<file path="src/spp_defines.vh">
`ifndef SPP_DEFINES_VH
`define SPP_DEFINES_VH
// default word length in bits
`define SPP_WORD_BITS 8
// default divider: one less than the system cycles per half serial clock period
`define SPP_HALF_DIV 16'h0010
// slave-select flag outputs
`define SPP_FLAG_COUNT 4
// master state machine codes
`define SPP_ST_IDLE 2'h0
`define SPP_ST_SEL 2'h1
`define SPP_ST_RUN 2'h2
`define SPP_ST_END 2'h3
`endif

</file>
<file path="src/spp_port.v">
// Operation
// - master toggles the serial clock one full cycle per data bit
// - serial clock runs only during a transfer, word-length cycles
// - slave ignores serial clock while its select is high
// - data launched on one clock edge and captured on the other
// - polarity and phase bits from the control port fix the format
// - select input is active low, driven by an external master
// - select going low while master raises a multimaster error
// - master-out pin drives data as master, receives as slave
// - a flag output of the master drives the slave's select
// - master-in pin receives data as master, drives as slave
`include "spp_defines.vh"
`default_nettype none
module spp_port #(
  parameter WORD_BITS = `SPP_WORD_BITS,
  parameter FLAGS = `SPP_FLAG_COUNT
) (
  input wire clock,
  input wire reset,
  input wire ctl_enable,
  input wire ctl_master,
  input wire ctl_polarity,
  input wire ctl_phase,
  input wire [15:0] ctl_half_div,
  input wire [1:0] ctl_flag_sel,
  input wire ctl_error_clear,
  input wire tx_valid,
  input wire [WORD_BITS-1:0] tx_data,
  output reg tx_ready,
  output reg rx_valid,
  output reg [WORD_BITS-1:0] rx_data,
  output reg busy,
  output reg multimaster_error,
  input wire serial_port_clock_in,
  output reg serial_port_clock_out,
  output reg serial_port_clock_oe_n,
  input wire port_device_select_n,
  input wire mosi_in,
  output reg mosi_out,
  output reg mosi_oe_n,
  input wire miso_in,
  output reg miso_out,
  output reg miso_oe_n,
  output reg [FLAGS-1:0] slave_select_flag_output
);
  localparam CW = $clog2(WORD_BITS + 1);
  localparam [CW-1:0] LAST = WORD_BITS[CW-1:0];

  // every pin passes two flops before any logic reads it
  wire sck_s, sel_n_s, mosi_s, miso_s;
  spp_sync u_sck (.clock(clock), .reset(reset), .d(serial_port_clock_in), .q(sck_s));
  spp_sync u_sel (.clock(clock), .reset(reset), .d(port_device_select_n), .q(sel_n_s));
  spp_sync u_mosi (.clock(clock), .reset(reset), .d(mosi_in), .q(mosi_s));
  spp_sync u_miso (.clock(clock), .reset(reset), .d(miso_in), .q(miso_s));

  // sequencer state, divider, bit counter and shifter
  reg [1:0] st_q;
  reg [15:0] div_q;
  reg [CW-1:0] bit_q;
  reg half_q;
  reg sck_q;
  reg [WORD_BITS-1:0] sh_q;
  reg sck_prev_q;
  reg sel_prev_q;
  reg [FLAGS-1:0] flag_d;

  wire master_on = ctl_enable & ctl_master;
  wire slave_on = ctl_enable & ~ctl_master;
  // the half period must outlast the three-cycle pin round trip
  wire tick = (div_q == 16'h0000);
  // phase 0 samples on the leading edge, phase 1 launches on it
  wire sck_rise = sck_s & ~sck_prev_q;
  wire sck_fall = ~sck_s & sck_prev_q;
  wire lead = ctl_polarity ? sck_fall : sck_rise;
  wire trail = ctl_polarity ? sck_rise : sck_fall;
  wire slave_act = slave_on & ~sel_n_s;
  wire sel_fall = sel_prev_q & ~sel_n_s;
  // a master word starts from idle unless a clash is pending or arriving
  wire start = master_on & (st_q == `SPP_ST_IDLE) & tx_valid &
               ~multimaster_error & ~sel_fall;

  // decode flag select to one-hot low
  function [FLAGS-1:0] flag_hot;
    input [1:0] idx;
    integer i;
    begin
      flag_hot = {FLAGS{1'b1}};
      for (i = 0; i < FLAGS; i = i + 1) begin
        if (idx == i[1:0]) begin
          flag_hot[i] = 1'b0;
        end
      end
    end
  endfunction

  // select flag drops with the load and rises after the last half period
  always @* begin
    flag_d = {FLAGS{1'b1}};
    if (st_q != `SPP_ST_IDLE || start) begin
      flag_d = flag_hot(ctl_flag_sel);
    end
  end

  // master sequencer and slave shifter
  always @(posedge clock) begin
    if (reset) begin
      st_q <= `SPP_ST_IDLE;
      div_q <= 16'h0000;
      bit_q <= {CW{1'b0}};
      half_q <= 1'b0;
      sck_q <= 1'b0;
      sh_q <= {WORD_BITS{1'b0}};
      sck_prev_q <= 1'b1; // matches the synchroniser, no false edge
      sel_prev_q <= 1'b1;
      tx_ready <= 1'b0;
      rx_valid <= 1'b0;
      rx_data <= {WORD_BITS{1'b0}};
      busy <= 1'b0;
      multimaster_error <= 1'b0;
      serial_port_clock_out <= 1'b0;
      serial_port_clock_oe_n <= 1'b1;
      mosi_out <= 1'b1;
      mosi_oe_n <= 1'b1;
      miso_out <= 1'b1;
      miso_oe_n <= 1'b1;
      slave_select_flag_output <= {FLAGS{1'b1}};
    end else begin
      sck_prev_q <= sck_s;
      sel_prev_q <= sel_n_s;
      rx_valid <= 1'b0;
      slave_select_flag_output <= flag_d;
      // set wins over clear
      if (master_on & sel_fall) begin
        multimaster_error <= 1'b1;
      end else if (ctl_error_clear) begin
        multimaster_error <= 1'b0;
      end
      div_q <= tick ? ctl_half_div : div_q - 16'h0001;
      serial_port_clock_oe_n <= ~master_on;
      mosi_oe_n <= ~master_on;
      miso_oe_n <= ~slave_act;
      tx_ready <= master_on ? (st_q == `SPP_ST_IDLE) : ~slave_act & ~busy;
      serial_port_clock_out <= sck_q ^ ctl_polarity;
      if (master_on) begin
        case (st_q)
          `SPP_ST_IDLE: begin
            sck_q <= 1'b0;
            busy <= 1'b0;
            if (start) begin
              sh_q <= tx_data;
              mosi_out <= tx_data[WORD_BITS-1];
              bit_q <= {CW{1'b0}};
              half_q <= 1'b0;
              busy <= 1'b1;
              tx_ready <= 1'b0;
              st_q <= `SPP_ST_SEL;
            end
          end
          `SPP_ST_SEL: begin
            if (tick) begin
              st_q <= `SPP_ST_RUN;
            end
          end
          `SPP_ST_RUN: begin
            if (multimaster_error) begin
              sck_q <= 1'b0;
              st_q <= `SPP_ST_END;
            end else if (tick) begin
              sck_q <= ~sck_q;
              half_q <= ~half_q;
              if (half_q == ctl_phase) begin
                // sample edge
                sh_q <= {sh_q[WORD_BITS-2:0], miso_s};
              end else begin
                // launch edge, the first bit already stands from the load
                mosi_out <= sh_q[WORD_BITS-1];
              end
              if (half_q) begin
                bit_q <= bit_q + {{(CW-1){1'b0}}, 1'b1};
                if (bit_q + {{(CW-1){1'b0}}, 1'b1} == LAST) begin
                  st_q <= `SPP_ST_END;
                end
              end
            end
          end
          default: begin
            if (tick) begin
              rx_data <= sh_q;
              rx_valid <= ~multimaster_error;
              st_q <= `SPP_ST_IDLE;
            end
          end
        endcase
      end else begin
        st_q <= `SPP_ST_IDLE;
        sck_q <= 1'b0;
        if (~slave_act) begin
          bit_q <= {CW{1'b0}};
          busy <= 1'b0;
          if (tx_valid & ~busy) begin
            sh_q <= tx_data;
            miso_out <= tx_data[WORD_BITS-1];
          end
        end else begin
          busy <= 1'b1;
          if (ctl_phase ? trail : lead) begin
            sh_q <= {sh_q[WORD_BITS-2:0], mosi_s};
            bit_q <= bit_q + {{(CW-1){1'b0}}, 1'b1};
            if (bit_q + {{(CW-1){1'b0}}, 1'b1} == LAST) begin
              rx_data <= {sh_q[WORD_BITS-2:0], mosi_s};
              rx_valid <= 1'b1;
              bit_q <= {CW{1'b0}};
            end
          end else if (ctl_phase ? lead : trail) begin
            miso_out <= sh_q[WORD_BITS-1];
          end
        end
      end
    end
  end
endmodule // spp_port
`default_nettype wire

</file>
<file path="src/spp_sync.v">
`default_nettype none
// two-flop synchroniser for one pin
module spp_sync (
  input wire clock,
  input wire reset,
  input wire d,
  output reg q
);
  reg meta_q;
  // first flop feeds only the second
  always @(posedge clock) begin
    if (reset) begin
      meta_q <= 1'b1;
      q <= 1'b1;
    end else begin
      meta_q <= d;
      q <= meta_q;
    end
  end
endmodule // spp_sync
`default_nettype wire

</file>
<file path="config.mk">
export PLATFORM = sky130hd
export DESIGN_NAME = spp_port
export DESIGN_NICKNAME = d
export VERILOG_FILES = /design/src/spp_port.v /design/src/spp_sync.v
export VERILOG_INCLUDE_DIRS = /design/src /design/src/src
export SDC_FILE = /design/constraint.sdc
export NUM_CORES = 1
export LEC_CHECK = 0
export ABC_CLOCK_PERIOD_IN_PS = 2000
export BUFFER_PORTS_ARGS = -buffer_cell sky130_fd_sc_hd__buf_2
export CORE_UTILIZATION = 50
export CTS_BUF_LIST = sky130_fd_sc_hd__clkbuf_8 sky130_fd_sc_hd__clkbuf_16
export DETAILED_ROUTE_END_ITERATION = 12
export PLACE_DENSITY = 0.77
export SYNTH_ARGS = -nofsm -noshare
export SYNTH_HDL_FRONTEND = slang
export SYNTH_SLANG_ARGS = --single-unit
</file>
<file path="constraint.sdc">
create_clock -name clock -period 2 [get_ports clock]
set_input_delay 0.1 -clock clock [delete_from_list [all_inputs] [get_ports clock]]
set_output_delay 0.1 -clock clock [all_outputs]
set_load 0.1 [all_outputs]
</file>
# == Word-level counts from Yosys, hierarchy flattened ==
# Cells that the tools add are included.
# totals
regBits,63
latchBits,0
ramBits,0
mem_bits_ro,0
out_inout_bits,22
word_cells,179
memories,0
# op_classes
n_addsub,2
multipliers,0
div,0
n_lt_le_gt_ge,0
n_eq_ne,27
n_shift,0
mux,73
bitwise,26
reduce_logical,24
# ops
op,count
2-to-1 mux 8 bit,14
2-to-1 mux 1 bit,37
2-to-1 mux 4 bit,8
"!= test 3 bit, second input constant",8
AND reduction 6 bit,3
logical NOT 16 bit,1
2-to-1 mux 16 bit,1
one-hot mux 8 bit (2 select lines),1
"subtractor 16 x 1 -> 16 bit, second input constant",1
2-to-1 mux 2 bit,7
"!= test 2 bit, second input constant",7
nonzero test 2 bit,7
AND 1 bit,13
NOT 1 bit,12
AND reduction 5 bit,2
one-hot mux 4 bit (2 select lines),1
AND reduction 7 bit,1
"== test 2 bit, second input constant",3
"!= test 2 x 1 -> 1 bit, second input constant",3
one-hot mux 1 bit (2 select lines),3
one-hot mux 2 bit (3 select lines),1
nonzero test 3 bit,2
"adder 4 x 1 -> 4 bit, second input constant",1
"== test 2 x 1 -> 1 bit, second input constant",2
11 further kinds,13

# == Logic depth before layout (Yosys ltp) ==
# depth
depth_word,9
ltp_mapped,8
ltp_nobuf,7

# == Cells and area by module ==
# Synthesis repeated with hierarchy kept, for this count alone.
# hier_totals
hier_cells,380
area_unflattened_um2,3184.3
# by_module_without_submodules
module,instances,cells_per_inst,area_each_um2,seq_area_each_um2
spp_port,1,364,2974.1,1101.1
spp_sync,4,4,52.6,40.0

# == Worst setup path before layout ==
# No wires, ideal clock.
# synth_timing
path_type,register -> register
start,reg multimaster_error
end,reg sh_q[0]
setup_ns,0.070
arrival_ns,2.072
required_ns,1.930
path_slack_ns,-0.143
stages_incl_launch_ff,7
period_less_slack_ns,2.143
path_cell_list,dfxtp_1 > nor4b_1 > nand4_2 > o2bb2ai_2 > buf_6 > or3_1 > a21oi_1
# synth_between
elab_chain_cells,5
elab_cells_between_ends,6
# synth_lines
item,line,text
start: declaration,spp_port.v:33,"output reg multimaster_error,"
start signal: assignment,spp_port.v:119,multimaster_error <= 1'b0;
start signal: assignment,spp_port.v:134,multimaster_error <= 1'b1;
start signal: assignment,spp_port.v:136,multimaster_error <= 1'b0;
NOT 1 bit,spp_port.v:80,~multimaster_error & ~sel_fall;
AND 1 bit (2 in series),spp_port.v:79,wire start = master_on & (st_q == `SPP_ST_IDLE) & tx_valid &
!= test 3 bit (no source line),--,
AND reduction 7 bit (no source line) (*),--,
end signal: assignment,spp_port.v:112,sh_q <= {WORD_BITS{1'b0}};
end signal: assignment,spp_port.v:150,sh_q <= tx_data;
end signal: assignment,spp_port.v:173,"sh_q <= {sh_q[WORD_BITS-2:0], miso_s};"
end: declaration,spp_port.v:62,reg [WORD_BITS-1:0] sh_q;
# Mark *: on every way between the ends. The rest lies on a longest branch, timed or not.
# A chain may end at the register's enable or synchronous reset.

# == Final worst setup path ==
# layout_timing
start,reg st_q[0]
end,reg sh_q[7]
# layout_between
elab_chain_cells,7
elab_cells_between_ends,14
# layout_lines
item,line,text
start: declaration,spp_port.v:57,reg [1:0] st_q;
start signal: assignment,spp_port.v:107,st_q <= `SPP_ST_IDLE;
start signal: assignment,spp_port.v:156,st_q <= `SPP_ST_SEL;
start signal: assignment,spp_port.v:161,st_q <= `SPP_ST_RUN;
logical NOT 2 bit,spp_port.v:145,case (st_q)
AND 1 bit (4 in series),spp_port.v:79,
!= test 3 bit (no source line),--,
AND reduction 7 bit (no source line),--,
# Parallel ways exist; a longest one is shown, timed or not.

==> impl_results.md <==
- CTS Buffer Depth: 2
- Top-count cell post-synth: dfxtp_1
- Ys async rst share: 0
- Crit Reg-Reg Endpoint: sh_q[7]
- Compound-Gate Fraction of Synth Area: 0.171
- Tcrit/Tclk final: 0.948
- Drt pass-1 iters: 7
- Final std cells w/o fill: around 540
- IO Pins: 60
- Post-synthesis cell count: 374
- Post-Synth XOR/XNOR Area: 0.0380
- Ranking of synthesized cells by area: dfxtp_1 (39%), a21oi_1 (4.6%), nand2_1 (4.1%)
- Chip height: 82.4 um
- Final Max Slew Viols: 0
- Core region area: roughly 6100 sq um
- Post-synthesis mux area share: 0.0686
- Row count: 28
- Synth cell types: 57
- Clk sinks: 63
- N_diodes: 0
- Sequential-to-total area share from yosys stat: 0.390
- Ys Warns: 0
- Final instance area: 4110 sq um
- Crit end category: flop
- Total number of vias: 3100
- Netlist Area Pre-Place: 3230 sq um
- Final Hold Vio Count: 0
- I/O Buffers: 59
- Shortest period the worst path allows: roughly 1.9 ns
- Hold endpoint: div_q[9]
- Worst setup path class: flop to flop
- Largest net degree at the start of global routing: 39
- Routed length per instance: between 10 and 15 um
- Cts bufs inserted: 9
- PD cells: roughly 1000 nW/um^2
- Starting density of the core: 0.533
- Syn Nets: 420
- Nets: a little over 500
- Simple-gate area share of the yosys netlist: 0.265
- Setup Viol. Count Final: 0
- Worst R2R Path Depth: 8
- Status: completed
- Vias in the first global route: between 2000 and 3000
- H-tree levels: 3
- Reg2reg start: st_q[0]
- Largest family of logic cells by synthesized area: simple AND/OR/NAND/NOR gates
- Post-synth top area cell: dfxtp_1
- # fillers: 477
- Worst-path clk slew: 0.08 ns
- Worst path slowest cell: dfxtp_1
- CTS tree: yes
- Fraction of layout cells with a size suffix above 1: 0.313
- Hpwl dp: between 5000 and 6000 um
- Slew @ Worst Pin: roughly 0.5 ns
- Clock latency at the later pin of the worst-skew pair: roughly 0.35 ns
- Worst min path class: input pin to flop
- Avg Cell Area, Syn: ~8.6 sq um
- Grt ovf: 0
- Placed Area: roughly 3800 sq um
- Max rail drop VDD: about 1.2 mV
- Worst Skew: 0.0119 ns
- Worst reg-to-reg setup slack: approximately 0.10 ns
- Relative slew slack: 0.671
- Gp weighted congestion: 0.857
- CTS root buf: clkbuf_8
- Hold_sp: ctl_half_div[9]
- Detailed Route Iter0 Violations: 255
- Worst Path Arrival: around 2.2 ns
- Post-Route WL: between 8000 and 9000 um
- Top cell type's share of synthesized area: 0.390
- Final Util: 0.679
- Area Growth Syn to Fin: 27.3%
- Synth Area in Adders: 0.0310
- Number of synthesized flops with an enable pin: 0
- Top post-synthesis cells by count: dfxtp_1 (63), nand2_1 (35), a21oi_1 (30), nor2_1 (27), o21ai_0 (21)
- Leak: around 1.7 nW
- First-pass GRT wire length: about 13000 um
- Max-cap violation count: 0
- Final ANT Viol Nets: 0
- Via density: 5.75
- Worst path max stage delay: about 0.39 ns
- Post-placement cell count: between 500 and 600
- Critical Path Source Type: flop
- Die area: slightly below 7000 sq um
- Achievable frequency: roughly 530 MHz
- DRC: 0
- CP max FO: 11
- Min-Delay Path Depth: 2
- Initial antenna violation count: 0
- CP Cell Sequence: inv_1 -> ha_4 -> and3_2 -> nor2_4 -> buf_12 -> mux2i_1 -> or3_1 -> a21oi_1
- GRT Total Usage: 0.251
- Required @ worst endpoint: between 2 and 2.5 ns
- DIE WIDTH: between 80 and 90 um
- Seq cells post-synth: 63
- Post-synth top flop: dfxtp_1
[critical path: cells and delay by family, from the launching register on]
family                     cells  cell delay [ns]
adders and majority gates      1             0.22
DFF                            1             0.39
and+or+nand+nor                3             0.73
AOI/OAI and AO/OA              1             0.16
muxes                          1             0.08
buffers and inverters          2             0.25
[registers in the layout, summed over array words and instances, names as in the netlist, 2 cells and up]
| name | flops |
|---|---|
| bit_q | 4 |
| sh_q | 8 |
| div_q | 16 |
| rx_data | 8 |
| st_q | 2 |
| slave_select_flag_output | 4 |
[stage by stage]
stage	setup slack (ns)	TNS, ns	power (W)	hold slack, ns
2_1_floorplan	0.0439	0	0.00260	0.162
3_3_place_gp	0.0683	0	0.00301	0.281
3_5_place_dp	0.00608	0	0.00305	0.285
4_1_cts	0.0312	0	0.00405	0.0195
5_1_grt	-0.0146	-0.0163	0.00441	0.0272
6_report	0.104	0	0.00419	0.0273
[timing repair]
item	4_1_cts	5_1_grt
buffers inserted	0	1
hold buffers	7	0
gates cloned	0	2
hold endpoints to repair	9	0
resized for setup	1	14
endpoints found under the setup margin	8	19
pin swaps	0	3
[cell families after synthesis]
kind of cell / Yosys count
and+or+nand+nor: 154
AOI/OAI and AO/OA: 86
DFF: 63
buffers and inverters: 28
muxes: 21
xor gates and xnor gates: 14
adders and majority gates: 8
[routing by layer]
metal / global-route usage / wire length [um] / vias to the layer above
met5: 0 / 0 / -
met1: 0.330 / 3590 / 1454
met2: 0.401 / 3700 / 134
met3: 0.0440 / 595 / 12
li1: - / - / 1500
met4: 0.112 / 127 / 0
[layout make-up]
class | count | area (sq um) | area share
clock inverters | 7 | 48.8 | 0.0119
well taps | 75 | 93.8 | 0.0228
repair buffers | 91 | 591 | 0.144
inverters | 9 | 33.8 | 0.00821
clock buffers | 9 | 124 | 0.0301
multi-input cells | 285 | 1960 | 0.476
flip-flops and latches | 63 | 1260 | 0.307
[where the power goes]
| part | internal, W | total (W) | leakage, nW | switching, W |
|---|---|---|---|---|
| clock network | 0.000448 | 0.000998 | 0.0776 | 0.000550 |
| registers | 0.00143 | 0.00163 | 0.517 | 0.000200 |
| logic | 0.000738 | 0.00156 | 1.10 | 0.000818 |
| total | 0.00262 | 0.00419 | 1.70 | 0.00157 |
[worst max-delay path by stage]
stage	startpoint	endpoint	slack, ns	depth (start not counted)
2_1_floorplan	busy	sh_q[0]	0.04	6
3_3_place_gp	div_q[0]	sh_q[4]	0.07	7
3_5_place_dp	div_q[0]	sh_q[7]	0.006	7
4_1_cts	st_q[0]	sh_q[7]	0.03	8
5_1_grt	div_q[0]	sh_q[2]	-0.01	7
6_report	st_q[0]	sh_q[7]	0.10	8
[placed cells by master (no fill, tap or decap), types with 3 or more instances in the layout]
cell,Yosys,layout
dfxtp_1,63,61
buf_2,1,59
nand2_1,35,35
a21oi_1,30,29
nor2_1,27,27
buf_4,1,22
o21ai_0,21,21
nor2b_1,14,14
mux2i_1,12,12
or3_1,12,12
nand2b_1,10,10
or2_2,10,10
inv_1,9,9
nand3_1,9,9
a211oi_1,9,9
mux2_2,9,9
clkbuf_8,0,9
xnor2_1,8,8
nor3_1,7,7
dlygate4sd3_1,0,7
xor2_1,6,6
nor3b_1,6,5
nand4_1,5,5
ha_1,8,5
and2_1,4,4
clkinvlp_4,0,4
o22ai_1,3,3
buf_12,0,3
Note: power is estimated with default switching activity, not from simulation.
